`config.mk`:
```
export PLATFORM = sky130hd
export DESIGN_NAME = display_interrupt_status_ctrl
export DESIGN_NICKNAME = d
export VERILOG_FILES = /design/src/logic/sticky_flag.v /design/src/logic/display_interrupt_status_ctrl.v
export VERILOG_INCLUDE_DIRS = /design/src /design/src/logic
export SDC_FILE = /design/constraint.sdc
export NUM_CORES = 1
export LEC_CHECK = 0
export ABC_CLOCK_PERIOD_IN_PS = 2000
export BUFFER_PORTS_ARGS = -buffer_cell sky130_fd_sc_hd__clkbuf_2
export CORE_MARGIN = 4
export CORE_UTILIZATION = 45
export CTS_BUF_LIST = sky130_fd_sc_hd__clkbuf_2 sky130_fd_sc_hd__clkbuf_4 sky130_fd_sc_hd__clkbuf_8
export DETAILED_ROUTE_END_ITERATION = 10
export PLACE_DENSITY = 0.81
export SLEW_MARGIN = 30
export SYNTH_ARGS = -nofsm -noshare
export SYNTH_HDL_FRONTEND = slang
export SYNTH_SLANG_ARGS = --single-unit
export TNS_END_PERCENT = 5
```
`constraint.sdc`:
```
create_clock -name MCLK -period 2 [get_ports MCLK]
set_input_delay 0.4 -clock MCLK [delete_from_list [all_inputs] [get_ports MCLK]]
set_output_delay 0.4 -clock MCLK [all_outputs]
set_load 0.01 [all_outputs]
```
`src/logic/irq_status_defines.vh`:
```
// register offsets, field positions and reset values of the interrupt status block
`ifndef IRQ_STATUS_DEFINES_VH
`define IRQ_STATUS_DEFINES_VH

// register indices as printed, byte address is four times the index
`define REG_STATUS_IDX        8'h06
`define REG_LINE_A_CTRL_IDX   8'h07
`define REG_IRQ_MASK_IDX      8'h09
`define REG_IRQ_PEND_IDX      8'h0A

// status bit positions
`define ST_LINE_A             0
`define ST_LINE_B             1
`define ST_OFLOW              2
`define ST_UFLOW              3
`define ST_LOCK               4
`define ST_WIDTH              5

// control field positions
`define CT_LATCH_SEL          0
`define CT_OFLOW_EN           1
`define CT_UFLOW_EN           2
`define CT_LOCK_EN            3
`define CT_INVERT             4
`define CT_SEL_LO             5
`define CT_SEL_HI             7

// reset values
`define CTRL_RESET            8'h00
`define MASK_RESET            5'h00

`endif

```
`src/logic/sticky_flag.v`:
```
// one sticky event flag whose set wins over a clear in the same cycle
module sticky_flag (
  // clock and reset
  input  wire MCLK,
  input  wire RST_B,
  // event and clear
  input  wire set,
  input  wire clear,
  // state
  output reg  flag
);

  // hold until cleared, event in the clear cycle survives
  always @(posedge MCLK or negedge RST_B) begin
    if (!RST_B)
      flag <= 1'b0;
    else if (set)
      flag <= 1'b1;
    else if (clear)
      flag <= 1'b0;
  end

endmodule // sticky_flag

```
`src/logic/display_interrupt_status_ctrl.v`:
```
// interrupt status register and first interrupt line control with APB slave
//
// Contract
// - status bit 0 records line A firing, cleared by status read
// - status bit 1 records line B firing, cleared by status read
// - status bit 2 records zoom overflow, cleared by status read
// - status bit 3 records zoom underflow, cleared by status read
// - status bit 4 records lock input seen low, cleared by read
// - latch select zero passes timing event ORed with enabled error sources
// - latch select one captures event rising edge in a flip-flop
// - latched line A holds until status register is read
// - line A pin is active low open drain
// - control bit 1 enables overflow as line A source
// - control bit 2 enables underflow as line A source
// - control bit 3 enables lock input as line A source
// - control bit 4 inverts the timing event before use
//
// Decided for this implementation: the APB interface to the registers.
`include "irq_status_defines.vh"

module display_interrupt_status_ctrl #(
  parameter EVENTS = 8
) (
  // clock and reset
  input  wire              MCLK,
  input  wire              RST_B,
  // apb slave
  input  wire              PSEL,
  input  wire              PENABLE,
  input  wire              PWRITE,
  input  wire [11:0]       PADDR,
  input  wire [31:0]       PWDATA,
  input  wire [3:0]        PSTRB,
  output wire              PREADY,
  output reg  [31:0]       PRDATA,
  output wire              PSLVERR,
  // event sources
  input  wire [EVENTS-1:0] TIMING_EVENTS,
  input  wire              LINE_B_EVENT,
  input  wire              ZOOM_OVERFLOW_FLAG,
  input  wire              ZOOM_UNDERFLOW_FLAG,
  input  wire              DISPLAY_PLL_LOCK_IN,
  // first interrupt open-drain pin
  output wire              INTERRUPT_LINE_A_O,
  output wire              INTERRUPT_LINE_A_OE,
  // system interrupt
  output wire              IRQ
);

  //--------------------------------------------------------------------
  // bus decode
  //--------------------------------------------------------------------
  wire       access = PSEL & PENABLE;
  wire       wr     = access & PWRITE & PSTRB[0];
  wire       rd     = access & ~PWRITE;
  wire [9:0] idx    = PADDR[11:2];
  wire       hit_status = (idx == {2'b00, `REG_STATUS_IDX});
  wire       hit_ctrl   = (idx == {2'b00, `REG_LINE_A_CTRL_IDX});
  wire       hit_mask   = (idx == {2'b00, `REG_IRQ_MASK_IDX});
  wire       hit_pend   = (idx == {2'b00, `REG_IRQ_PEND_IDX});
  wire       mapped     = hit_status | hit_ctrl | hit_mask | hit_pend;

  // zero wait state, unmapped address errors
  assign PREADY  = 1'b1;
  assign PSLVERR = access & ~mapped;

  // status read completes this edge, flags clear at it
  wire status_read = rd & hit_status;

  //--------------------------------------------------------------------
  // control registers
  //--------------------------------------------------------------------
  reg [7:0]           line_a_control;
  reg [`ST_WIDTH-1:0] irq_mask;

  // software writes, low byte lane only
  always @(posedge MCLK or negedge RST_B) begin
    if (!RST_B) begin
      line_a_control <= `CTRL_RESET;
      irq_mask       <= `MASK_RESET;
    end else if (wr) begin
      if (hit_ctrl)
        line_a_control <= PWDATA[7:0];
      if (hit_mask)
        irq_mask <= PWDATA[`ST_WIDTH-1:0];
    end
  end

  wire       line_a_latch_select     = line_a_control[`CT_LATCH_SEL];
  wire       overflow_source_enable  = line_a_control[`CT_OFLOW_EN];
  wire       underflow_source_enable = line_a_control[`CT_UFLOW_EN];
  wire       lock_loss_source_enable = line_a_control[`CT_LOCK_EN];
  wire       timing_event_invert     = line_a_control[`CT_INVERT];
  wire [2:0] timing_event_select     = line_a_control[`CT_SEL_HI:`CT_SEL_LO];

  //--------------------------------------------------------------------
  // timing event selection and line A generation
  //--------------------------------------------------------------------
  // selector picks one event, encoding set by integrator
  wire sel_event = TIMING_EVENTS[timing_event_select];
  wire mon_event = sel_event ^ timing_event_invert;

  reg mon_prev;
  reg event_latch;

  // rising edge capture, cleared by the status read
  always @(posedge MCLK or negedge RST_B) begin
    if (!RST_B) begin
      mon_prev    <= 1'b0;
      event_latch <= 1'b0;
    end else begin
      mon_prev <= mon_event;
      if (mon_event & ~mon_prev)
        event_latch <= 1'b1;
      else if (status_read)
        event_latch <= 1'b0;
    end
  end

  // enabled error sources
  wire err_src = (overflow_source_enable  & ZOOM_OVERFLOW_FLAG)
               | (underflow_source_enable & ZOOM_UNDERFLOW_FLAG)
               | (lock_loss_source_enable & ~DISPLAY_PLL_LOCK_IN);

  // flow-through or latched, ORed with errors
  wire line_a = (line_a_latch_select ? event_latch : mon_event) | err_src;

  // active low open drain: drive low only when asserted
  assign INTERRUPT_LINE_A_O  = 1'b0;
  assign INTERRUPT_LINE_A_OE = line_a;

  //--------------------------------------------------------------------
  // sticky status flags
  //--------------------------------------------------------------------
  wire [`ST_WIDTH-1:0] status;
  wire [`ST_WIDTH-1:0] status_set;

  assign status_set[`ST_LINE_A] = line_a;
  assign status_set[`ST_LINE_B] = LINE_B_EVENT;
  assign status_set[`ST_OFLOW]  = ZOOM_OVERFLOW_FLAG;
  assign status_set[`ST_UFLOW]  = ZOOM_UNDERFLOW_FLAG;
  assign status_set[`ST_LOCK]   = ~DISPLAY_PLL_LOCK_IN;

  // read clears only the flags it reported, so an event that lands
  // after the setup capture is kept for the next read
  genvar g;
  generate
    for (g = 0; g < `ST_WIDTH; g = g + 1) begin : g_flag
      sticky_flag u_flag (
        .MCLK  (MCLK),
        .RST_B (RST_B),
        .set   (status_set[g]),
        .clear (status_read & PRDATA[g]),
        .flag  (status[g])
      );
    end
  endgenerate

  //--------------------------------------------------------------------
  // system interrupt and read data
  //--------------------------------------------------------------------
  wire [`ST_WIDTH-1:0] pending = status & irq_mask;
  assign IRQ = |pending;

  // read data registered at the setup phase edge, one edge before the access completes
  always @(posedge MCLK or negedge RST_B) begin
    if (!RST_B)
      PRDATA <= 32'h0000_0000;
    else if (PSEL & ~PENABLE & ~PWRITE) begin
      if (hit_status)
        PRDATA <= {27'h0000000, status};
      else if (hit_ctrl)
        PRDATA <= {24'h000000, line_a_control};
      else if (hit_mask)
        PRDATA <= {27'h0000000, irq_mask};
      else if (hit_pend)
        PRDATA <= {27'h0000000, pending};
      else
        PRDATA <= 32'h0000_0000;
    end
  end

endmodule // display_interrupt_status_ctrl

```
==> results of run 1 <==
-- stage by stage --
stage | instance area [um2] | hold WS, ps
floorplan | 1850 | 104
global placement | 2030 | 421
CTS | 2120 | 161
global route | 2120 | 194
detailed placement | 2030 | 426
finish | 2120 | 144
-- cells by family (layout without fill, tap and decap cells) --
family | count (synthesis) | count (layout) | synth area share
compound gates | 38 | 38 | 0.146
xor+xnor | 1 | 1 | 0.00498
buf+inv | 36 | 72 | 0.141
flops | 28 | 28 | 0.398
mux | 16 | 16 | 0.131
other cells | 2 | 26 | 0.00427
simple gates | 47 | 47 | 0.175
-- final timing paths --
check | cells after the start | endpoint | slack [ps] | startpoint
max | 5 | INTERRUPT_LINE_A_OE | -250 | line_a_control[5]
min | 1 | line_a_control[2] | 140 | RST_B
max reg2reg | 6 | g_flag[0].u_flag.flag | 240 | line_a_control[5]
min reg2reg | 1 | event_latch | 440 | mon_prev
max in group asynchronous | 1 | PRDATA[6] | 1400 | RST_B
min in group MCLK | 2 | g_flag[1].u_flag.flag | 300 | LINE_B_EVENT
-- per-layer routing --
layer / track usage / vias to the layer above / share of wire / routed length (um)
met5: 0 / - / 0 / 0
met4: 0.0605 / 0 / 0.0079 / 30
met3: 0.0284 / 4 / 0.075 / 284
met2: 0.226 / 57 / 0.47 / 1760
met1: 0.211 / 648 / 0.45 / 1700
li1: - / 679 / - / -
-- sequential cells by signal, indices dropped and copies added (netlist names) --
register / cells
line_a_control: 8
irq_mask: 5
g_flag.u_flag.flag: 5
event_latch: 1
mon_prev: 1
PRDATA: 8
-- power groups by stage --
stage	Sequential (mW)	Combinational [mW]	Clock (mW)
CTS	0.568	0.142	0.453
detailed placement	0.580	0.138	0
global placement	0.580	0.136	0
finish	0.568	0.142	0.444
floorplan	0.580	0.0982	0
global route	0.569	0.158	0.471
-- cell type report --
class / count / area [um2] / share of cell area
flip-flops and latches: 28 / 701 / 0.331
repair buffers: 63 / 358 / 0.169
inverters: 5 / 18.8 / 0.00886
clock inverters: 1 / 30.0 / 0.0142
multi-input cells: 128 / 910 / 0.429
well taps: 48 / 60.1 / 0.0284
clock buffers: 3 / 41.3 / 0.0195
-- repair_timing --
action / in CTS / in global routing
pin swaps: 1 / 1
buffers inserted: 1 / 0
endpoints found under the setup margin: 2 / 2
gates cloned: 0 / 0
gates resized for setup: 4 / 0
hold endpoints to repair: 0 / 0
-- layout by cell type, fill, tap and decap left out, types with 2 or more instances in the layout --
cell      Yosys  layout
a21boi_0      2       2
a21o_1        3       3
a21oi_1       5       5
a22o_1        4       4
a22oi_1       6       6
buf_4        26      17
clkbuf_2      0      46
clkbuf_8      0       3
conb_1        2      26
dfrtp_1      28      28
inv_1         5       5
mux2_2        5       5
mux2_4        8       8
mux4_2        2       2
nand2_1      13      13
nand3b_1      2       2
nand4_1       4       4
nor2_1        4       4
nor2b_1       5       5
nor4_1        2       2
o21ai_0      10       8
o21ai_1       0       2
o31ai_1       2       2
o32ai_1       2       2
or3b_2        2       2
or4b_4        1       2
==> impl_metrics.ini, run 1 <==
[outcome]
status = finished with violations
violations = setup timing

[final_layout]
post-route-util = 0.570
fin_cells = 276
antenna_cells = 0
final_nets = 294
syn_to_final_growth_pct = 20.3
fill_cells = 327
drive_gt1_frac = 0.404

[sta]
min_period_ps = 2250
hold_viol = 0
finalMaxSlewViolations = 0
finalCritPeriodShare = 1.13
rsz0062_at_grt = true
tns_ps = -292
finalWorstSetupSlack_ps = -254
skew_ps = 10.2
slew_headroom = 0.536
max_freq_mhz = 444
worst_pin_slew_ps = 696
setup_viol = 2

[logic_synthesis]
async_flop_share = 1.00
syn-cell-area_mm2 = 0.00176
ys_ff_latch = 28
synth_cells = 168
yosysMostFrequentCell = dfrtp_1
synth-edff-count = 0
yosysTopAreaCell = dfrtp_1
yosysWarnings = 0
synth.top_cells.by_area = dfrtp_1 (40%), buf_4 (11%), mux2_4 (6.8%), mux2_2 (3.2%), o21ai_0 (2.8%)
synth_ff_type = dfrtp_1
synth_top_area_frac = 0.398
syn_avg_cell_area_um2 = 10.5
ys_types = 45
synth_common_cells = dfrtp_1 (28), buf_4 (26), nand2_1 (13)
synth_seq_area_share = 0.398

[global_routing]
grt_pass1_wl_um = 5890
antenna_found_initial = 0
grtUsageTotal = 0.149
grt_pass1_vias = 1278
grt-ovfl-total = 0
grt_max_degree = 29

[placement]
pre_cts_slack_ps = -108
dp_cells = 271
dp_hpwl_um = 3080
portBuffers = 46
gp_congestion = 0.936

[setup_path]
cp_num_buf_inv = 1
startpoint_type = flip-flop
critPathKind = flip-flop to primary output
worstPathArrival_ps = 1850
endpoint_kind = primary output
cp.required_ps = 1600
cp_top_family = multiplexers
crit_path_max_fanout = 3
path_cells = mux4_2 -> mux2i_2 -> xor2_1 -> o21ai_1 -> clkbuf_2
slowest_delay_ps = 520
crit_path_top_delay_cell = mux4_2

[clock_network]
cts_inserted_buffers = 3
clk_root_buffer_cell = clkbuf_8
clock_tree.buffer_depth = 2
clk_latency_ps = 280
clk_pin_slew_ps = 100
htreeDepth = 1
tritoncts = built
cts.sinks = 28
ctsHoldBuffers = 0

[floorplanning]
dieArea_mm2 = 0.00498
die_h_um = 70.5
ios = 102
rows = 22
core_mm2 = 0.00372
start_util = 0.474
die_w_um = 70.5

[power_and_ir_drop]
p_int_mw = 0.895
power_frac_comb = 0.123
power_mw = 1.15
switching_power_mw = 0.260
p_leak_nw = 1.07
peakVddDrop_mv = 0.339
power_density_mw_per_mm2 = 545
p_seq_frac = 0.492
swShare = 0.225
clockPowerShare = 0.384

[route]
drt-total-wl_um = 3770
drt-initial-drc-count = 52
wl_per_cell_um = 13.7
firstDrtPassIters = 4
routed-via-count = 1388
drc_errors = 0
vias_per_cell = 5.03
drtAntennaViolNets = 0

[job]
maxCapViolCount = 0

[hold_path]
hold_path.class = input pin to asynchronous set/reset pin
Note: power is estimated with default switching activity, not from simulation.
==> run 2: changes to the inputs <==
RECOVER_POWER = 100   (was not set)
==> run 2 against run 1 <==
  * The flow still finishes with violations (setup timing)
  * Clock power about the same
  * Total power decreased by 0.82%
  * First-iteration DRC count increased by 44%
  * Core utilization decreased by 1.6 points
  * Critical path type unchanged
==> impl_metrics.ini, run 2 (synthesized netlist as in run 1, its figures left out) <==
[route]
wl_per_cell_um = 13.6
drt-total-wl_um = 3770
firstDrtPassIters = 4
routed-via-count = 1387
drc_errors = 0
drt-initial-drc-count = 75
drtAntennaViolNets = 0
vias_per_cell = 5.03

[final_layout]
syn_to_final_growth_pct = 16.9
reg.largest.list = PRDATA: 8 flops, line_a_control: 8 flops
multi_input_area_um2 = 882
final_common_cell = clkbuf_2
antenna_cells = 0
fill_cells = 342
drive_gt1_frac = 0.320
fin_cells = 276
layout_common_cells = clkbuf_2 (35), dfrtp_1 (28), conb_1 (26), clkbuf_1 (16), nand2_1 (13)
final_nets = 294
regArea_um2 = 701

[sta]
finalCritPeriodShare = 1.13
slew_headroom = 0.0218
max_freq_mhz = 444
rsz0062_at_grt = true
skew_ps = 9.23
worst_pin_slew_ps = 1470
hold_viol = 0
finalMaxSlewViolations = 0
min_period_ps = 2250
fin_hold_ws_ps = 297
finalWorstSetupSlack_ps = -250
tns_ps = -414
setup_viol = 2

[clock_network]
clk_latency_ps = 280
htreeDepth = 1
clk_root_buffer_cell = clkbuf_8
cts.sinks = 28
clock_tree.buffer_depth = 2
tritoncts = built
cts_inserted_buffers = 3
clk_pin_slew_ps = 100
ctsHoldBuffers = 0

[floorplanning]
dieArea_mm2 = 0.00498
die_h_um = 70.5
ios = 102
start_util = 0.474
core_mm2 = 0.00372
rows = 22
die_w_um = 70.5

[setup_path]
endpoint_kind = primary output
crit_path_max_fanout = 3
cp_num_buf_inv = 1
cp_top_family = multiplexers
crit_path_top_delay_cell = mux4_2
slowest_delay_ps = 520
startpoint = line_a_control[5]
r2r_cells = 6
critPathKind = flip-flop to primary output
worstPathArrival_ps = 1850
r2r-end = g_flag[0].u_flag.flag
rr_startpoint = line_a_control[5]
regToRegSetupSlack_ps = 190
cp.depth = 5
path_cells = mux4_2 -> mux2i_2 -> xor2_1 -> o21ai_1 -> clkbuf_2
startpoint_type = flip-flop
cp.required_ps = 1600
endpoint = INTERRUPT_LINE_A_OE

[power_and_ir_drop]
power_density_mw_per_mm2 = 556
peakVddDrop_mv = 0.339
p_leak_nw = 1.01

[placement]
pre_cts_slack_ps = -108
portBuffers = 46
gp_congestion = 0.936
dp_hpwl_um = 3080
dp_cells = 271

[global_routing]
grt_pass1_wl_um = 5890
grtUsageTotal = 0.149
antenna_found_initial = 0
grt_max_degree = 29
grt-ovfl-total = 0
grt_pass1_vias = 1278

[job]
maxCapViolCount = 0

[hold_path]
hold_path.class = input pin to flip-flop

[outcome]
status = finished with violations
violations = setup timing
-- run 2: cell types whose count changed in the layout (fill, tap and decap cells not counted), sizes merged --
cell    delta
buf        -5
clkbuf     +5
-- run 2: layout make-up --
class                           count  area share
Clock inverter                      1      0.0146
Timing Repair Buffer               63       0.158
Sequential cell                    28       0.340
Multi-Input combinational cell    128       0.429
Inverter                            5     0.00912
Tap cell                           48      0.0292
Clock buffer                        3      0.0201
-- run 2: worst reg2reg max path, delay by kind of cell, from the launching register on --
family / cells / cell delay [ps]
mux: 2 / 720
flops: 1 / 420
compound gates: 1 / 90
xor+xnor: 1 / 200
buf+inv: 2 / 260
-- run 2: worst min-delay path by stage --
stage               cells after the start               endpoint    startpoint  slack (ps)
global placement                        1            event_latch      mon_prev         420
floorplan                               0              PRDATA[0]         RST_B         100
finish                                  2  g_flag[1].u_flag.flag  LINE_B_EVENT         300
detailed placement                      1            event_latch      mon_prev         430
global route                            2  g_flag[1].u_flag.flag  LINE_B_EVENT         300
CTS                                     1  g_flag[2].u_flag.flag         RST_B         160
-- run 2: report_power, final --
part	internal [mW]	switching, mW
Combinational	0.0546	0.0799
Sequential	0.567	0.000946
Clock	0.268	0.174
-- run 2: metal layers --
layer	vias to the layer above	track usage	share of wire	wire length (um)
li1	678	-	-	-
met1	648	0.211	0.45	1690
met2	57	0.226	0.46	1740
met3	4	0.0284	0.080	303
met4	0	0.0605	0.0080	30
met5	-	0	0	0
-- run 2: per-stage QoR --
step / utilization / power, mW / instance area (um2)
3_3_place_gp: 0.547 / 0.716 / 2030
3_5_place_dp: 0.547 / 0.718 / 2030
6_report: 0.554 / 1.15 / 2060
4_1_cts: 0.570 / 1.16 / 2120
2_1_floorplan: - / 0.678 / 1850
5_1_grt: 0.554 / 1.19 / 2060
-- run 2: what timing repair did --
action	4_1_cts	5_1_grt
pin swaps	1	1
setup endpoints to repair	2	2
hold endpoints to repair	0	0
gates resized for setup	4	0
cloned	0	0
setup buffers	1	0
